<file path="config.mk">
export PLATFORM = sky130hd
export DESIGN_NAME = tmdc_top
export DESIGN_NICKNAME = d
export VERILOG_FILES = /design/src/tmdc_pkg.sv /design/src/tmdc_top.sv /design/src/tmdc_fault.sv
export SDC_FILE = /design/constraint.sdc
export NUM_CORES = 1
export LEC_CHECK = 0
export BUFFER_PORTS_ARGS = -buffer_cell sky130_fd_sc_hd__buf_2
export CAP_MARGIN = 20
export CELL_PAD_IN_SITES_DETAIL_PLACEMENT = 1
export CELL_PAD_IN_SITES_GLOBAL_PLACEMENT = 1
export CORE_ASPECT_RATIO = 1.1
export CORE_MARGIN = 1.5
export CORE_UTILIZATION = 40
export CTS_BUF_LIST = sky130_fd_sc_hd__clkbuf_2 sky130_fd_sc_hd__clkbuf_4 sky130_fd_sc_hd__clkbuf_8
export DETAILED_ROUTE_END_ITERATION = 6
export GPL_TIMING_DRIVEN = 0
export PLACE_DENSITY_LB_ADDON = 0.1
export SLEW_MARGIN = 25
export SYNTH_ARGS = -nofsm -noshare
export SYNTH_HDL_FRONTEND = slang
export SYNTH_SLANG_ARGS = --single-unit
export TNS_END_PERCENT = 30
</file>
<file path="constraint.sdc">
create_clock -name core_clk -period 4.2 [get_ports core_clk]
set_input_delay 0.21 -clock core_clk [delete_from_list [all_inputs] [get_ports core_clk]]
set_output_delay 0.21 -clock core_clk [all_outputs]
set_load 0.03 [all_outputs]
</file>
<file path="src/tmdc_pkg.sv">
// Purpose: constants and types for the transceiver mode and driver control
// Assumes: 20 MHz core clock, no register bus, register bits are plain ports
// Notes: blanking and retry counts derive from times and the clock rate
package tmdc_pkg;
    localparam int CLK_HZ = 20000000;
    localparam int PIN_BLANK_US = 128;
    localparam int PIN_BLANK_CYC = PIN_BLANK_US * (CLK_HZ / 1000000);
    localparam int RETRY_OFF_US = 128;
    localparam int RETRY_OFF_CYC = RETRY_OFF_US * (CLK_HZ / 1000000);
    localparam int BLANK_W = 16;
    localparam logic [1:0] LIM_50MA = 2'h0;
    localparam logic [1:0] LIM_100MA = 2'h1;
    localparam logic [1:0] LIM_200MA = 2'h2;
    localparam logic [1:0] LIM_250MA = 2'h3;
    typedef enum logic [1:0] {
        TMDC_HIGHSIDE = 2'h0,
        TMDC_LOWSIDE = 2'h1,
        TMDC_PUSHPULL = 2'h2
    } tmdc_style_t;
    typedef enum logic [1:0] {
        TMDC_OK = 2'h0,
        TMDC_BLANK = 2'h1,
        TMDC_FAULT = 2'h2,
        TMDC_RETRY = 2'h3
    } tmdc_flt_t;
endpackage

</file>
<file path="src/tmdc_top.sv">
// Purpose: mode selection, driver control and fault reporting
// Assumes: pins come from outside the clock domain; link clock is sampled
// Notes: driver outputs are level plus output enable, enable low drives
`timescale 1ns/1ps
module tmdc_top (
    input wire logic core_clk,
    input wire logic rstn,
    input wire logic interface_style_select,
    input wire logic uart_port_select,
    input wire logic chip_select_or_pushpull,
    input wire logic serial_in_tx_lowside,
    input wire logic clock_or_enable_limit_pin,
    input wire logic line_transmit_in,
    input wire logic line_drive_enable,
    input wire logic aux_drive_input,
    input wire logic aux_sense_input,
    input wire logic line_level_in,
    input wire logic line_oc_in,
    input wire logic aux_oc_in,
    input wire logic mux_submode_bit,
    input wire logic line_drv_disable,
    input wire logic line_drv_state_bit,
    input wire logic aux_drv_disable,
    input wire logic aux_drv_state_bit,
    input wire logic aux_tracks_line,
    input wire logic receiver_disable,
    input wire logic autoretry_en,
    input wire logic [1:0] limit_sel_field,
    input wire logic [1:0] line_style_sel,
    input wire logic [1:0] aux_style_sel,
    input wire logic [15:0] blank_cyc_cfg,
    input wire logic interrupt_flag_read,
    output logic line_drv_level,
    output logic line_drv_oe_n,
    output logic [1:0] line_drv_style,
    output logic aux_drv_level,
    output logic aux_drv_oe_n,
    output logic [1:0] aux_drv_style,
    output logic [1:0] drv_limit_sel,
    output logic line_receive_out,
    output logic line_receive_oe_n,
    output logic shared_serial_output,
    output logic shared_serial_oe_n,
    output logic aux_sense_output,
    output logic irq_overcurrent_n,
    output logic line_fault_status,
    output logic line_fault_irq_flag,
    output logic aux_fault_status,
    output logic aux_fault_irq_flag,
    output logic line_level_status,
    output logic line_level_valid,
    output logic rx_deglitch_en,
    output logic weak_pull_en,
    output logic spi_port_active,
    output logic uart_on_shared
);
    localparam int NS = 11;

    typedef struct packed {
        logic [NS-1:0] s1;
        logic [NS-1:0] s2;
        logic sel_d;
        logic samp_en;
        logic samp_tx;
        logic ldl;
        logic ldoe_n;
        logic [1:0] lsty;
        logic adl;
        logic adoe_n;
        logic [1:0] asty;
        logic [1:0] lim;
        logic rxo;
        logic rxoe_n;
        logic sso;
        logic ssoe_n;
        logic auxo;
        logic irq_n;
        logic lfs;
        logic lfi;
        logic afs;
        logic afi;
        logic lvl;
        logic lvlv;
        logic dgl;
        logic wpe;
        logic spi_act;
        logic uart_sh;
    } tmdc_st_t;
    tmdc_st_t s_reg, s_next;

    logic [1:0] rst_sync_reg;
    logic rst_n;
    logic [NS-1:0] pins;
    logic i_ser, i_usel, i_cs, i_sdi, i_clk, i_tx, i_en, i_lo;
    logic i_di, i_cq, i_loc, i_aoc;
    logic l_fault, a_fault, l_roff, a_roff;
    logic [15:0] blank;
    logic retry;

    // Reset released through two flops
    always_ff @(posedge core_clk or negedge rstn) begin
        if (!rstn) begin
            rst_sync_reg <= 2'h0;
        end else begin
            rst_sync_reg <= {rst_sync_reg[0], 1'b1};
        end
    end
    assign rst_n = rst_sync_reg[1];

    assign pins = {interface_style_select, uart_port_select,
                   chip_select_or_pushpull, serial_in_tx_lowside,
                   clock_or_enable_limit_pin, line_transmit_in,
                   line_drive_enable, aux_drive_input, aux_sense_input,
                   line_level_in, line_oc_in};
    // Only the second stage is read
    assign {i_ser, i_usel, i_cs, i_sdi, i_clk, i_tx, i_en, i_lo, i_di, i_cq,
            i_loc} = s_reg.s2;
    assign i_aoc = aux_oc_in;

    assign blank = i_ser ? blank_cyc_cfg :
                   16'(tmdc_pkg::PIN_BLANK_CYC);
    assign retry = i_ser & autoretry_en;

    tmdc_fault u_line_flt (
        .clk(core_clk),
        .rst_n(rst_n),
        .oc(i_loc),
        .blank_cyc(blank),
        .autoretry(retry),
        .fault(l_fault),
        .retry_off(l_roff)
    );
    tmdc_fault u_aux_flt (
        .clk(core_clk),
        .rst_n(rst_n),
        .oc(i_aoc),
        .blank_cyc(blank),
        .autoretry(retry),
        .fault(a_fault),
        .retry_off(a_roff)
    );

    always_comb begin
        logic mux, uart_sh, en_src, tx_src, l_on, l_lvl, a_on, a_lvl;
        logic fall;
        s_next = s_reg;
        mux = 1'b0;
        uart_sh = 1'b0;
        en_src = 1'b0;
        tx_src = 1'b0;
        l_on = 1'b0;
        l_lvl = 1'b0;
        a_on = 1'b0;
        a_lvl = 1'b0;
        fall = 1'b0;
        s_next.s1 = pins;
        s_next.s2 = s_reg.s1;
        s_next.sel_d = i_usel;
        fall = s_reg.sel_d & ~i_usel;
        if (fall) begin
            s_next.samp_en = i_clk;
            s_next.samp_tx = i_sdi;
        end
        if (!i_ser) begin
            // Pin control: fixed settings
            s_next.dgl = 1'b1;
            s_next.wpe = 1'b0;
            s_next.spi_act = 1'b0;
            s_next.uart_sh = 1'b0;
            s_next.lsty = i_cs ? tmdc_pkg::TMDC_PUSHPULL :
                          (i_sdi ? tmdc_pkg::TMDC_LOWSIDE :
                           tmdc_pkg::TMDC_HIGHSIDE);
            s_next.asty = s_next.lsty;
            s_next.lim = i_clk ? tmdc_pkg::LIM_200MA :
                         tmdc_pkg::LIM_100MA;
            l_on = i_en;
            l_lvl = ~i_tx;
            a_on = 1'b1;
            a_lvl = ~i_lo;
            s_next.rxo = ~i_cq;
            s_next.rxoe_n = 1'b0;
            s_next.sso = 1'b1;
            s_next.ssoe_n = 1'b1;
            s_next.auxo = ~i_di;
            s_next.lvlv = 1'b1;
            s_next.irq_n = ~(l_fault | a_fault);
            s_next.lfi = 1'b0;
            s_next.afi = 1'b0;
        end else begin
            s_next.dgl = 1'b1;
            s_next.wpe = 1'b0;
            s_next.lsty = line_style_sel;
            s_next.asty = aux_style_sel;
            s_next.lim = limit_sel_field;
            // Parallel mode uses dedicated pins; mux routes shared ones
            mux = i_usel | mux_submode_bit;
            if (!mux) begin
                en_src = i_en;
                tx_src = i_tx;
                s_next.spi_act = 1'b1;
            end else if (!mux_submode_bit) begin
                uart_sh = i_cs;
                en_src = i_clk;
                tx_src = i_sdi;
                s_next.spi_act = ~i_cs;
            end else begin
                uart_sh = i_usel;
                en_src = s_reg.samp_en;
                tx_src = s_reg.samp_tx;
                s_next.spi_act = ~i_usel;
            end
            s_next.uart_sh = uart_sh;
            // UART drives via enable/tx; state bit forces the driven level
            l_on = ~line_drv_disable & (line_drv_state_bit | en_src);
            l_lvl = line_drv_state_bit ? 1'b1 : ~tx_src;
            if (aux_tracks_line) begin
                a_on = ~aux_drv_disable & l_on;
                a_lvl = l_lvl;
            end else begin
                a_on = ~aux_drv_disable;
                a_lvl = aux_drv_state_bit ? 1'b1 : ~i_lo;
            end
            s_next.rxo = ~i_cq;
            s_next.rxoe_n = receiver_disable;
            s_next.lvlv = ~receiver_disable;
            s_next.auxo = ~i_di;
            s_next.sso = ~i_cq;
            s_next.ssoe_n = ~mux | (i_cs & receiver_disable);
            // Set wins over the read clear
            s_next.lfi = l_fault | (s_reg.lfi & ~interrupt_flag_read);
            s_next.afi = a_fault | (s_reg.afi & ~interrupt_flag_read);
            s_next.irq_n = ~(s_next.lfi | s_next.afi);
        end
        s_next.lfs = l_fault;
        s_next.afs = a_fault;
        s_next.lvl = i_cq;
        s_next.ldl = l_lvl;
        s_next.ldoe_n = ~(l_on & ~l_roff);
        s_next.adl = a_lvl;
        s_next.adoe_n = ~(a_on & ~a_roff);
    end

    always_ff @(posedge core_clk or negedge rst_n) begin
        if (!rst_n) begin
            s_reg <= '0;
            s_reg.ldoe_n <= 1'b1;
            s_reg.adoe_n <= 1'b1;
            s_reg.rxoe_n <= 1'b1;
            s_reg.ssoe_n <= 1'b1;
            s_reg.irq_n <= 1'b1;
        end else begin
            s_reg <= s_next;
        end
    end

    assign line_drv_level = s_reg.ldl;
    assign line_drv_oe_n = s_reg.ldoe_n;
    assign line_drv_style = s_reg.lsty;
    assign aux_drv_level = s_reg.adl;
    assign aux_drv_oe_n = s_reg.adoe_n;
    assign aux_drv_style = s_reg.asty;
    assign drv_limit_sel = s_reg.lim;
    assign line_receive_out = s_reg.rxo;
    assign line_receive_oe_n = s_reg.rxoe_n;
    assign shared_serial_output = s_reg.sso;
    assign shared_serial_oe_n = s_reg.ssoe_n;
    assign aux_sense_output = s_reg.auxo;
    assign irq_overcurrent_n = s_reg.irq_n;
    assign line_fault_status = s_reg.lfs;
    assign line_fault_irq_flag = s_reg.lfi;
    assign aux_fault_status = s_reg.afs;
    assign aux_fault_irq_flag = s_reg.afi;
    assign line_level_status = s_reg.lvl;
    assign line_level_valid = s_reg.lvlv;
    assign rx_deglitch_en = s_reg.dgl;
    assign weak_pull_en = s_reg.wpe;
    assign spi_port_active = s_reg.spi_act;
    assign uart_on_shared = s_reg.uart_sh;
endmodule

</file>
<file path="src/tmdc_fault.sv">
// Purpose: per-driver overcurrent blanking, fault state and autoretry
// Assumes: overcurrent input already synchronised
// Notes: retry off time equals the pin-mode blanking time
`timescale 1ns/1ps
module tmdc_fault (
    input wire logic clk,
    input wire logic rst_n,
    input wire logic oc,
    input wire logic [15:0] blank_cyc,
    input wire logic autoretry,
    output logic fault,
    output logic retry_off
);
    typedef struct packed {
        tmdc_pkg::tmdc_flt_t st;
        logic [15:0] cnt;
    } tmdc_fs_t;
    tmdc_fs_t s_reg, s_next;

    always_comb begin
        s_next = s_reg;
        unique case (s_reg.st)
            tmdc_pkg::TMDC_OK: begin
                s_next.cnt = 16'h0;
                if (oc) begin
                    s_next.st = tmdc_pkg::TMDC_BLANK;
                end
            end
            tmdc_pkg::TMDC_BLANK: begin
                if (!oc) begin
                    s_next.st = tmdc_pkg::TMDC_OK;
                end else if (s_reg.cnt >= blank_cyc) begin
                    s_next.st = tmdc_pkg::TMDC_FAULT;
                    s_next.cnt = 16'h0;
                end else begin
                    s_next.cnt = s_reg.cnt + 16'h1;
                end
            end
            tmdc_pkg::TMDC_FAULT: begin
                s_next.cnt = 16'h0;
                if (!oc) begin
                    s_next.st = tmdc_pkg::TMDC_OK;
                end else if (autoretry) begin
                    s_next.st = tmdc_pkg::TMDC_RETRY;
                end
            end
            tmdc_pkg::TMDC_RETRY: begin
                if (s_reg.cnt >= 16'(tmdc_pkg::RETRY_OFF_CYC)) begin
                    s_next.st = tmdc_pkg::TMDC_OK;
                    s_next.cnt = 16'h0;
                end else begin
                    s_next.cnt = s_reg.cnt + 16'h1;
                end
            end
        endcase
    end

    always_ff @(posedge clk or negedge rst_n) begin
        if (!rst_n) begin
            s_reg <= '0;
        end else begin
            s_reg <= s_next;
        end
    end

    assign fault = (s_reg.st == tmdc_pkg::TMDC_FAULT) ||
                   (s_reg.st == tmdc_pkg::TMDC_RETRY);
    assign retry_off = (s_reg.st == tmdc_pkg::TMDC_RETRY);
endmodule

</file>
Word-level counts from Yosys, hierarchy flattened
Cells that the tools add are included.

Flip-flop bits (word level): 89. Bits of input ports: 45. Output and inout bits: 26. Word-level logic and storage cells: 141.

Add/sub/neg operators: 2. Magnitude comparators: 4. Equal/unequal tests: 16. Muxes and demuxes: 46. Bitwise logic cells: 34. Reductions and logical operators: 6.

Operators with widths (count): $pmux W18 S4 (2); $mux W16 (7); $add A16 B1 Y16 const B (2); $ge A16 B12 Y1 const B (2); $ge A16 B16 Y1 (2); $mux W2 (14); $mux W1 (21); $not A1 Y1 (18); $mux W10 (1); $and A1 B1 Y1 (9); $eq A2 B2 Y1 const B (4); $ne A2 B2 Y1 const B (4); $reduce_and A4 Y1 (2); $or A1 B1 Y1 (7); $ne A3 B2 Y1 const B (2); $ne A3 B3 Y1 const B (2); $mux W5 (1); $eq A2 B1 Y1 const B (2); $logic_not A2 Y1 (2); $ne A2 B1 Y1 const B (2); $logic_or A1 B1 Y1 (2).

Logic depth before layout (Yosys ltp)
Gate-level depths: netlist of run 1.

Depth after elaboration: 10. Gate-level depth with buffers: 13. Depth with buffers taken out: 9.

Cells and area by module
A second synthesis of run 1 with hierarchy kept.

Cell total of the unflattened synthesis: 475. Area, all modules: 4732.0 sq um.

By module, submodules not included: tmdc_top (instances 1, cells an instance 131, area each 1774.2 sq um, sequential area each 1307.5 sq um); tmdc_fault at u_aux_flt (instances 1, cells an instance 172, area each 1508.9 sq um, sequential area each 450.4 sq um); tmdc_fault at u_line_flt (instances 1, cells an instance 172, area each 1448.9 sq um, sequential area each 450.4 sq um).

Worst setup path before layout of run 1
No wires, ideal clock.

Path type: register -> register. From: reg s_reg, in the netlist i_ser. To: reg u_aux_flt.s_reg[15] in the netlist's numbering. Library setup time: 0.124 ns. Arrival: 2.681 ns. Required time: 4.076 ns. Setup slack: 1.395 ns. Stages on the path, launching flop included: 13. Buffers on the path: 4. Period minus slack after synthesis: 2.805 ns. Cell sequence: dfrtp_1 > clkbuf_1 > clkbuf_1 > clkbuf_1 > nand2_1 > ha_1 > nand2_1 > nor4_4 > a32oi_1 > a31oi_2 > buf_6 > nor3b_1 > a211o_1.

Word-level cells in the longest chain between the ends: 5.

RTL lines: start, declared (line tmdc_top.sv:89) `tmdc_st_t s_reg, s_next;`; start signal, assigned (line tmdc_top.sv:252) `s_reg <= s_next;`; $mux W16 (line tmdc_top.sv:120) `assign blank = i_ser ? blank_cyc_cfg :`; $ge A16 B16 Y1 (line tmdc_fault.sv:32) `end else if (s_reg.cnt >= blank_cyc) begin`; $mux W16 (line tmdc_fault.sv:32); $mux W16 (line tmdc_fault.sv:30) `if (!oc) begin`; $pmux W18 S4 (line tmdc_fault.sv:22) `unique case (s_reg.st)`; end signal, assigned (line tmdc_fault.sv:62) `s_reg <= s_next;`; end, declared (line tmdc_fault.sv:18) `tmdc_fs_t s_reg, s_next;`.

Every way passes these cells. The select of a mux whose other input is x is not followed. A chain may end at the register's enable or synchronous reset.

Final worst setup path of run 1
From: reg s_reg, in the netlist i_ser. To: reg u_line_flt.s_reg[11] in the netlist's numbering.

Word-level cells in the longest chain between the ends: 5.

RTL lines (line): $mux W16 (tmdc_top.sv:120); $ge A16 B16 Y1 (tmdc_fault.sv:32); $mux W16 (tmdc_fault.sv:32); $mux W16 (tmdc_fault.sv:30); $pmux W18 S4 (tmdc_fault.sv:22); end signal, assigned (tmdc_fault.sv:62); end, declared (tmdc_fault.sv:18).

Every way passes these cells. The select of a mux whose other input is x is not followed.

==> results of run 1 <==
stage by stage:
step | instance area, µm² | hold WS [ps]
finish | 5396 | 29.27
global route | 5396 | 46.62
CTS | 5396 | 6.024
detailed placement | 5089 | -0.7868
global placement | 5057 | -4.001
floorplan | 4528 | -85.59
cell type report:
class / instances / area share
multi-input combinational: 314 / 0.3916
sequential: 88 / 0.4099
inverter: 16 / 0.01113
buffer: 23 / 0.02713
clock inverter: 6 / 0.009274
tap: 147 / 0.03408
timing repair buffer: 82 / 0.09135
clock buffer: 10 / 0.02550
synthesized netlist by cell type, types with 10 or more instances:
cell       n
a21o_1    23
a21oi_1   19
and3_1    14
buf_4     10
clkbuf_1  10
dfrtp_1   83
ha_1      36
inv_1     16
nand2_1   51
nor2_1    25
nor3b_1   18
o21ai_0   28
o21ai_1   11
worst max path at each step:
| stage | slack (ps) | to | start | depth (start not counted) |
|---|---|---|---|---|
| after floorplan | 1390 | u_aux_flt.s_reg[15] | i_ser | 12 |
| after global placement | 530 | u_line_flt.s_reg[11] | rst_sync_reg[1] | 0 |
| after detailed placement | 620 | u_line_flt.s_reg[10] | i_ser | 13 |
| after CTS | 580 | u_line_flt.s_reg[14] | i_ser | 13 |
| after global routing | 320 | u_line_flt.s_reg[13] | i_ser | 13 |
| final | 600 | u_line_flt.s_reg[11] | i_ser | 13 |
layer usage:
| layer | global-route usage | vias to the layer above | part of all wire |
|---|---|---|---|
| li1 | - | 1746 | - |
| met1 | 0.2580 | 1749 | 0.46 |
| met2 | 0.3452 | 79 | 0.48 |
| met3 | 0.03643 | 14 | 0.043 |
| met4 | 0.09630 | 0 | 0.022 |
| met5 | 0 | - | 0 |
logic make-up after synthesis:
group | share of synthesized area
and+or+nand+nor | 0.1941
muxes | 0.01687
buffers and inverters | 0.04563
other | 0.001660
AOI/OAI and AO/OA | 0.1521
adders and majority gates | 0.09956
DFF | 0.4881
xor gates and xnor gates | 0.001936
report_power, final:
group / total [W] / switching, W / internal [W]
Sequential: 0.00102 / 0.0000885 / 0.000928
Clock: 0.000577 / 0.000339 / 0.000238
Combinational: 0.000557 / 0.000331 / 0.000225
timing repair:
item / CTS / global route
hold buffers: 12 / 0
endpoints found under the hold margin: 13 / 0
endpoints found under the setup margin: 0 / 0
worst max-delay path, cell delays in order, from the launching register on:
cell	delay (ps)
dfrtp_1	340
clkbuf_1	320
clkbuf_1	520
clkbuf_1	420
nand2_1	170
ha_1	340
nand2_1	100
nor4_4	300
a32oi_1	180
a31oi_2	260
buf_6	170
buf_6	150
nor3b_1	60
a21o_1	150
==> metrics.cfg, run 1 <==
[run_status]
status=complete, no violations

[cells_and_area]
final_util=0.4924
layout.cells.non_filler=686
diodes=0
area_delta_synth_final_pct=19.28
final_cell_mix=dfrtp_1, buf_2, nand2_1
nets=615
ff_latch_area_um2=2212
n_fill_cell=1264
multiInputGateArea_um2=2113
final_common_cell=dfrtp_1
drive_gt1_frac=0.2356

[clocking]
cts_setup_buffers=0
clk_pin_slew_ps=90
cts-root-buf=clkbuf_8
htreeDepth=3
cts.path.max_buffers=2
clock-sinks=88
clk_latency_ps=380
cts_tree=done
numCtsBuffers=9
postCtsResizedCells=0

[routing]
ant_nets=0
firstDrtPassIters=6
vias=3588
avgRoutedWirePerCell_um=16.19
drt_iter0_markers=92
wl_um=11110
drc=0
viasPerCell=5.230

[logic_synthesis]
ys_types=44
synth.ff_latch_count=88
syn_inst=440
synth_edf_count=0
async_flop_share=1.000
synth_area_per_cell_um2=10.28
yosysWarnings=0
synth_ff_type=dfrtp_1
synth_area_leaders=dfrtp_1, ha_1, nand2_1
ys_seq_area_frac=0.4881
synth_top_area_share=0.4591
syn_area_um2=4524
synth_top_cell_by_area=dfrtp_1

[sta]
fmax_mhz=278.2
fin_crit_ps=3595
skew_ps=10.06
finalHoldViolations=0
worst_pin_slew_ps=835.1
setup-tns-final_ps=0
drv_slew=0
fin_crit_sh=0.8560
rsz0062_at_grt=false
timing.final.ws_setup_ps=604.9
slew_headroom=0.4390
setup_viol_count_final=0

[worst_setup_path]
regToRegEndpoint=u_line_flt.s_reg[11]
worstPathArrival_ps=3880
crit_type=reg2reg
rrSetupSlack_ps=600
reg2reg_depth=13
cp_max_fo=10
startpoint_type=register
required_ps=4480
crit_path_end_kind=register
r2r_start=i_ser

[floorplanning]
core_area_um2=10960
ios=71
rows=40
die_w_um=104.4
die-area_um2=11960
dieHeight_um=114.5
start_util=0.4128

[global_routing]
grt_remaining_overflow=0
grt_max_degree=46
antenna_found_initial=0
gr-usage-all-layers=0.2054
grt_pass1_wl_um=18950
grt_pass1_vias=3808

[place]
place.port_buffers=69
place_hpwl_um=8406
dp.cells=658
place_congestion=0.7963
pre_cts_slack_ps=617.1

[power]
power_density_nw_per_um2=398.5
irDropWorstVdd_mv=0.2467
power.total_w=0.002151
p_leak_nw=2.743

[min_path]
hold_path_depth=2
hold_start=receiver_disable
whs_endpoint=line_level_valid
hold_class=in2reg

[job]
maxCapViolations=0

No activity file was read; power rests on OpenSTA's default activity.
==> run 2, diff against run 1 <==
--- a/config.mk
+++ b/config.mk
@@ -6,15 +6,14 @@
 export NUM_CORES = 1
 export LEC_CHECK = 0
 export BUFFER_PORTS_ARGS = -buffer_cell sky130_fd_sc_hd__buf_2
-export CAP_MARGIN = 20
+export CAP_MARGIN = 5
 export CELL_PAD_IN_SITES_DETAIL_PLACEMENT = 1
-export CELL_PAD_IN_SITES_GLOBAL_PLACEMENT = 1
+export CELL_PAD_IN_SITES_GLOBAL_PLACEMENT = 2
 export CORE_ASPECT_RATIO = 1.1
 export CORE_MARGIN = 1.5
 export CORE_UTILIZATION = 40
 export CTS_BUF_LIST = sky130_fd_sc_hd__clkbuf_2 sky130_fd_sc_hd__clkbuf_4 sky130_fd_sc_hd__clkbuf_8
 export DETAILED_ROUTE_END_ITERATION = 6
-export GPL_TIMING_DRIVEN = 0
 export PLACE_DENSITY_LB_ADDON = 0.1
 export SLEW_MARGIN = 25
 export SYNTH_ARGS = -nofsm -noshare
==> metrics.cfg, run 2 (synthesis results as in run 1) <==
[global_routing]
gr-usage-all-layers=0.1922
grt_remaining_overflow=0
grt_pass1_vias=3568
grt_max_degree=51
antenna_found_initial=0
grt_pass1_wl_um=17800

[worst_setup_path]
crit_type=reg2reg
slowest_delay_ps=560
worstPathArrival_ps=3050
cpLargestDelayFamily=compound AO/OA/AOI/OAI gates
r2r_start=i_ser
crit_path_end_kind=register
cp_max_fo=29
crit_start=i_ser
crit_slowest_cell=dfrtp_1
crit_chain=inv_1 > nor2_1 > ha_1 > nand2_1 > nor4_4 > a32oi_1 > a31oi_2 > buf_4 > nor3_1 > a211o_1
required_ps=4460
startpoint_type=register
worst-path-buf-inv=2

[cells_and_area]
nets=595
final_common_cell=dfrtp_1
drive_gt1_frac=0.2254
multiInputGateArea_um2=2113
n_fill_cell=1251
area_delta_synth_final_pct=16.62
diodes=0
final_util=0.4814
ff_latch_area_um2=2212
final_cell_mix=dfrtp_1, buf_2, nand2_1

[sta]
slew_headroom=0.4405
fmax_mhz=357.3
drv_slew=0
finalHoldViolations=0
worst_pin_slew_ps=832.9
skew_ps=15.57
fin_crit_ps=2799
setup_viol_count_final=0
setup-tns-final_ps=0
fin_crit_sh=0.6664
rsz0062_at_grt=false

[routing]
viasPerCell=5.213
wl_um=10810
drc=0
drt_iter0_markers=107
avgRoutedWirePerCell_um=16.23
ant_nets=0
firstDrtPassIters=4
vias=3472

[power]
p_leak_nw=2.680
pwr-share-comb=0.231
p_sw_frac=0.3404
pwr-share-clk=0.291
internal_power_w=0.001419
irDropWorstVdd_mv=0.2354
sequentialPowerShare=0.477
power.total_w=0.002151
net-switching-power_w=0.0007322
power_density_nw_per_um2=407.6

[run_status]
status=complete, no violations

[floorplanning]
die-area_um2=11960
core_area_um2=10960
dieHeight_um=114.5
ios=71
rows=40
die_w_um=104.4
start_util=0.4128

[clocking]
clk_latency_ps=380
cts-root-buf=clkbuf_8
postCtsResizedCells=0
numCtsBuffers=9
cts.path.max_buffers=2
clk_pin_slew_ps=90
cts_tree=done
cts_setup_buffers=0
htreeDepth=3
clock-sinks=88

[place]
place.port_buffers=69
place_hpwl_um=7826
place_congestion=0.7896

[min_path]
hold_start=aux_style_sel[0]
hold_class=in2reg

[job]
maxCapViolations=0

-- run 2: stage by stage --
step	hold slack (ps)	setup slack, ps	cells	instance area, µm²
finish	39.17	1401	666	5276
global route	39.27	1131	666	5276
global placement	-3.984	1566	638	4945
CTS	30.99	1369	666	5276
detailed placement	-1.286	1410	638	4945
floorplan	-85.59	1395	441	4528
-- run 2: worst paths after layout --
kind	end	slack (ps)	depth (start not counted)
setup / recovery	u_line_flt.s_reg[6]	1400	10
hold / removal	aux_drv_style[0]	40	2
setup reg to reg	u_line_flt.s_reg[6]	1400	10
hold reg to reg	i_cq	360	0
max in group asynchronous	line_receive_oe_n	2880	1
min in group asynchronous	rst_sync_reg[1]	150	2
-- run 2: cell type report --
cell class	count	share of cell area
flip-flops and latches	88	0.4193
multi-input cells	314	0.4005
repair buffers	85	0.09391
well taps	147	0.03486
clock buffers	10	0.02608
clock inverters	6	0.01399
inverters	16	0.01138
-- run 2: worst reg2reg max path, cell delays in order, from the launching register on --
cell     delay [ps]
dfrtp_1         560
inv_1           290
nor2_1          110
ha_1            300
nand2_1         100
nor4_4          270
a32oi_1         180
a31oi_2         200
buf_4           310
nor3_1          100
a211o_1         270
-- run 2: layer usage --
| metal | vias up | global-route usage | share of wire |
|---|---|---|---|
| li1 | 1701 | - | - |
| met1 | 1690 | 0.2454 | 0.47 |
| met2 | 69 | 0.3237 | 0.47 |
| met3 | 12 | 0.04041 | 0.039 |
| met4 | 0 | 0.06852 | 0.014 |
| met5 | - | 0 | 0 |
-- run 2: repair_timing --
action | CTS | global route
hold buffers | 12 | 0
endpoints found under the hold margin | 13 | 0
setup endpoints to repair | 0 | 0
-- run 2: power groups by stage --
| stage | logic (W) | registers, W | clock network [W] |
|---|---|---|---|
| after floorplan | 0.000363 | 0.00104 | 0 |
| after global placement | 0.000465 | 0.00104 | 0 |
| after detailed placement | 0.000491 | 0.00105 | 0 |
| after CTS | 0.000504 | 0.00103 | 0.000643 |
| after global routing | 0.000564 | 0.00105 | 0.000676 |
| final | 0.000497 | 0.00103 | 0.000627 |
==> run 3, diff against run 2 <==
--- a/config.mk
+++ b/config.mk
@@ -11,7 +11,7 @@
 export CELL_PAD_IN_SITES_GLOBAL_PLACEMENT = 2
 export CORE_ASPECT_RATIO = 1.1
 export CORE_MARGIN = 1.5
-export CORE_UTILIZATION = 40
+export CORE_UTILIZATION = 34
 export CTS_BUF_LIST = sky130_fd_sc_hd__clkbuf_2 sky130_fd_sc_hd__clkbuf_4 sky130_fd_sc_hd__clkbuf_8
 export DETAILED_ROUTE_END_ITERATION = 6
 export PLACE_DENSITY_LB_ADDON = 0.1
==> constraint.sdc (replaced) <==
create_clock -name core_clk -period 2.25 [get_ports core_clk]
set_input_delay 0.1125 -clock core_clk [delete_from_list [all_inputs] [get_ports core_clk]]
set_output_delay 0.1125 -clock core_clk [all_outputs]
set_load 0.03 [all_outputs]
==> metrics.cfg, run 3 (synthesis results as in run 1) <==
[run_status]
status=complete, but fails checks
violations=setup timing

[place]
place.port_buffers=69
place_congestion=0.7734
place_hpwl_um=8842
dpl_cell_area_um2=5318
dp.cells=681
pre_cts_slack_ps=-162.4

[floorplanning]
rows=44
ios=71
start_util=0.3453
die-area_um2=14010
die_w_um=113.0
core_area_um2=13100
dieHeight_um=124.0

[cells_and_area]
n_fill_cell=1468
area_delta_synth_final_pct=34.79
final_cell_mix=dfrtp_1, buf_2, nand2_1
final_common_cell=dfrtp_1
drive_gt1_frac=0.3580
ff_latch_area_um2=2213
design_area_um2=6098
diodes=0
nets=643
layout.cells.non_filler=728
multiInputGateArea_um2=2456

[routing]
drc=0
viasPerCell=5.062
ant_nets=0
wl_um=12300
vias=3685
firstDrtPassIters=3
drt_iter0_markers=61
avgRoutedWirePerCell_um=16.89

[power]
irDropWorstVdd_mv=0.3651
net-switching-power_w=0.001526
power.total_w=0.004256
internal_power_w=0.002730
sequentialPowerShare=0.441
pwr-share-clk=0.259
p_sw_frac=0.3585
p_leak_nw=2.983
pwr-share-comb=0.299
power_density_nw_per_um2=697.9

[sta]
setup-tns-final_ps=-2924
skew_ps=7.596
timing.final.ws_setup_ps=-183.8
setup_viol_count_final=29
worst_pin_slew_ps=660.2
slew_headroom=0.5565
rsz0062_at_grt=true
drv_slew=0
fmax_mhz=410.9
fin_crit_sh=1.082
fin_crit_ps=2434
finalHoldViolations=0

[worst_setup_path]
crit_type=reg2reg
reg2reg_depth=10
cp_max_fo=14
r2r_start=i_ser
worstPathArrival_ps=2750
rrSetupSlack_ps=-180
startpoint_type=register
crit_path_end_kind=register
required_ps=2570
crit_start=i_ser

[clocking]
clk_pin_slew_ps=100
cts.path.max_buffers=2
numCtsBuffers=9
clock-sinks=88
htreeDepth=3
cts-root-buf=clkbuf_8
clk_latency_ps=380
cts_tree=done

[job]
maxCapViolations=0

[global_routing]
grt_max_degree=38
grt_pass1_wl_um=19660
grt_pass1_vias=3964
gr-usage-all-layers=0.1832
antenna_found_initial=0
grt_remaining_overflow=0

[min_path]
hold_class=in2async

-- run 3: what timing repair did --
item	in CTS	in global routing
gates resized for setup	34	25
hold buffers	23	0
hold endpoints to repair	25	0
cloned	0	2
endpoints found under the setup margin	31	33
setup buffers	5	1
pin swaps	22	10
-- run 3: critical path: stages, from the launching register on --
cell and delay (ps):
dfrtp_2 460, buf_6 170, nand2_1 90, ha_1 300
a21oi_1 150, o21ai_1 100, a21oi_1 300, a31oi_4 200
clkbuf_16 220, nor4_1 260, a21o_1 130
-- run 3: final timing paths --
check | to
max | u_aux_flt.s_reg[5]
min | rst_sync_reg[0]
max reg2reg | u_aux_flt.s_reg[5]
min reg2reg | u_line_flt.s_reg[13]
max in group asynchronous | line_drv_oe_n
min in group core_clk | u_aux_flt.s_reg[16]
-- run 3: metal layers --
metal / global-route usage / vias up / part of all wire
li1: - / 1796 / -
met1: 0.2267 / 1851 / 0.44
met2: 0.3296 / 27 / 0.53
met3: 0.02530 / 11 / 0.017
met4: 0.06563 / 0 / 0.015
met5: 0 / - / 0
-- run 3: final cells by class --
type                       instances  share of cell area
inverter                          16            0.009848
clock buffer                       9             0.02031
timing repair buffer             133              0.1596
tap                              161             0.03303
clock inverter                     7             0.01149
multi-input combinational        314              0.4027
sequential                        88              0.3629
-- run 3: stage by stage --
stage | hold slack (ps) | util
2_1_floorplan | -183.1 | -
3_3_place_gp | -102.3 | 0.4058
3_5_place_dp | -101.1 | 0.4058
4_1_cts | 15.30 | 0.4516
5_1_grt | 38.04 | 0.4654
6_report | 35.90 | 0.4654
-- run 3: power groups by stage --
stage	Clock [W]	Sequential [W]	Combinational (W)
2_1_floorplan	0	0.00195	0.000710
3_5_place_dp	0	0.00191	0.00112
5_1_grt	0.00121	0.00191	0.00144
3_3_place_gp	0	0.00190	0.00107
6_report	0.00110	0.00188	0.00127
4_1_cts	0.00116	0.00188	0.00125
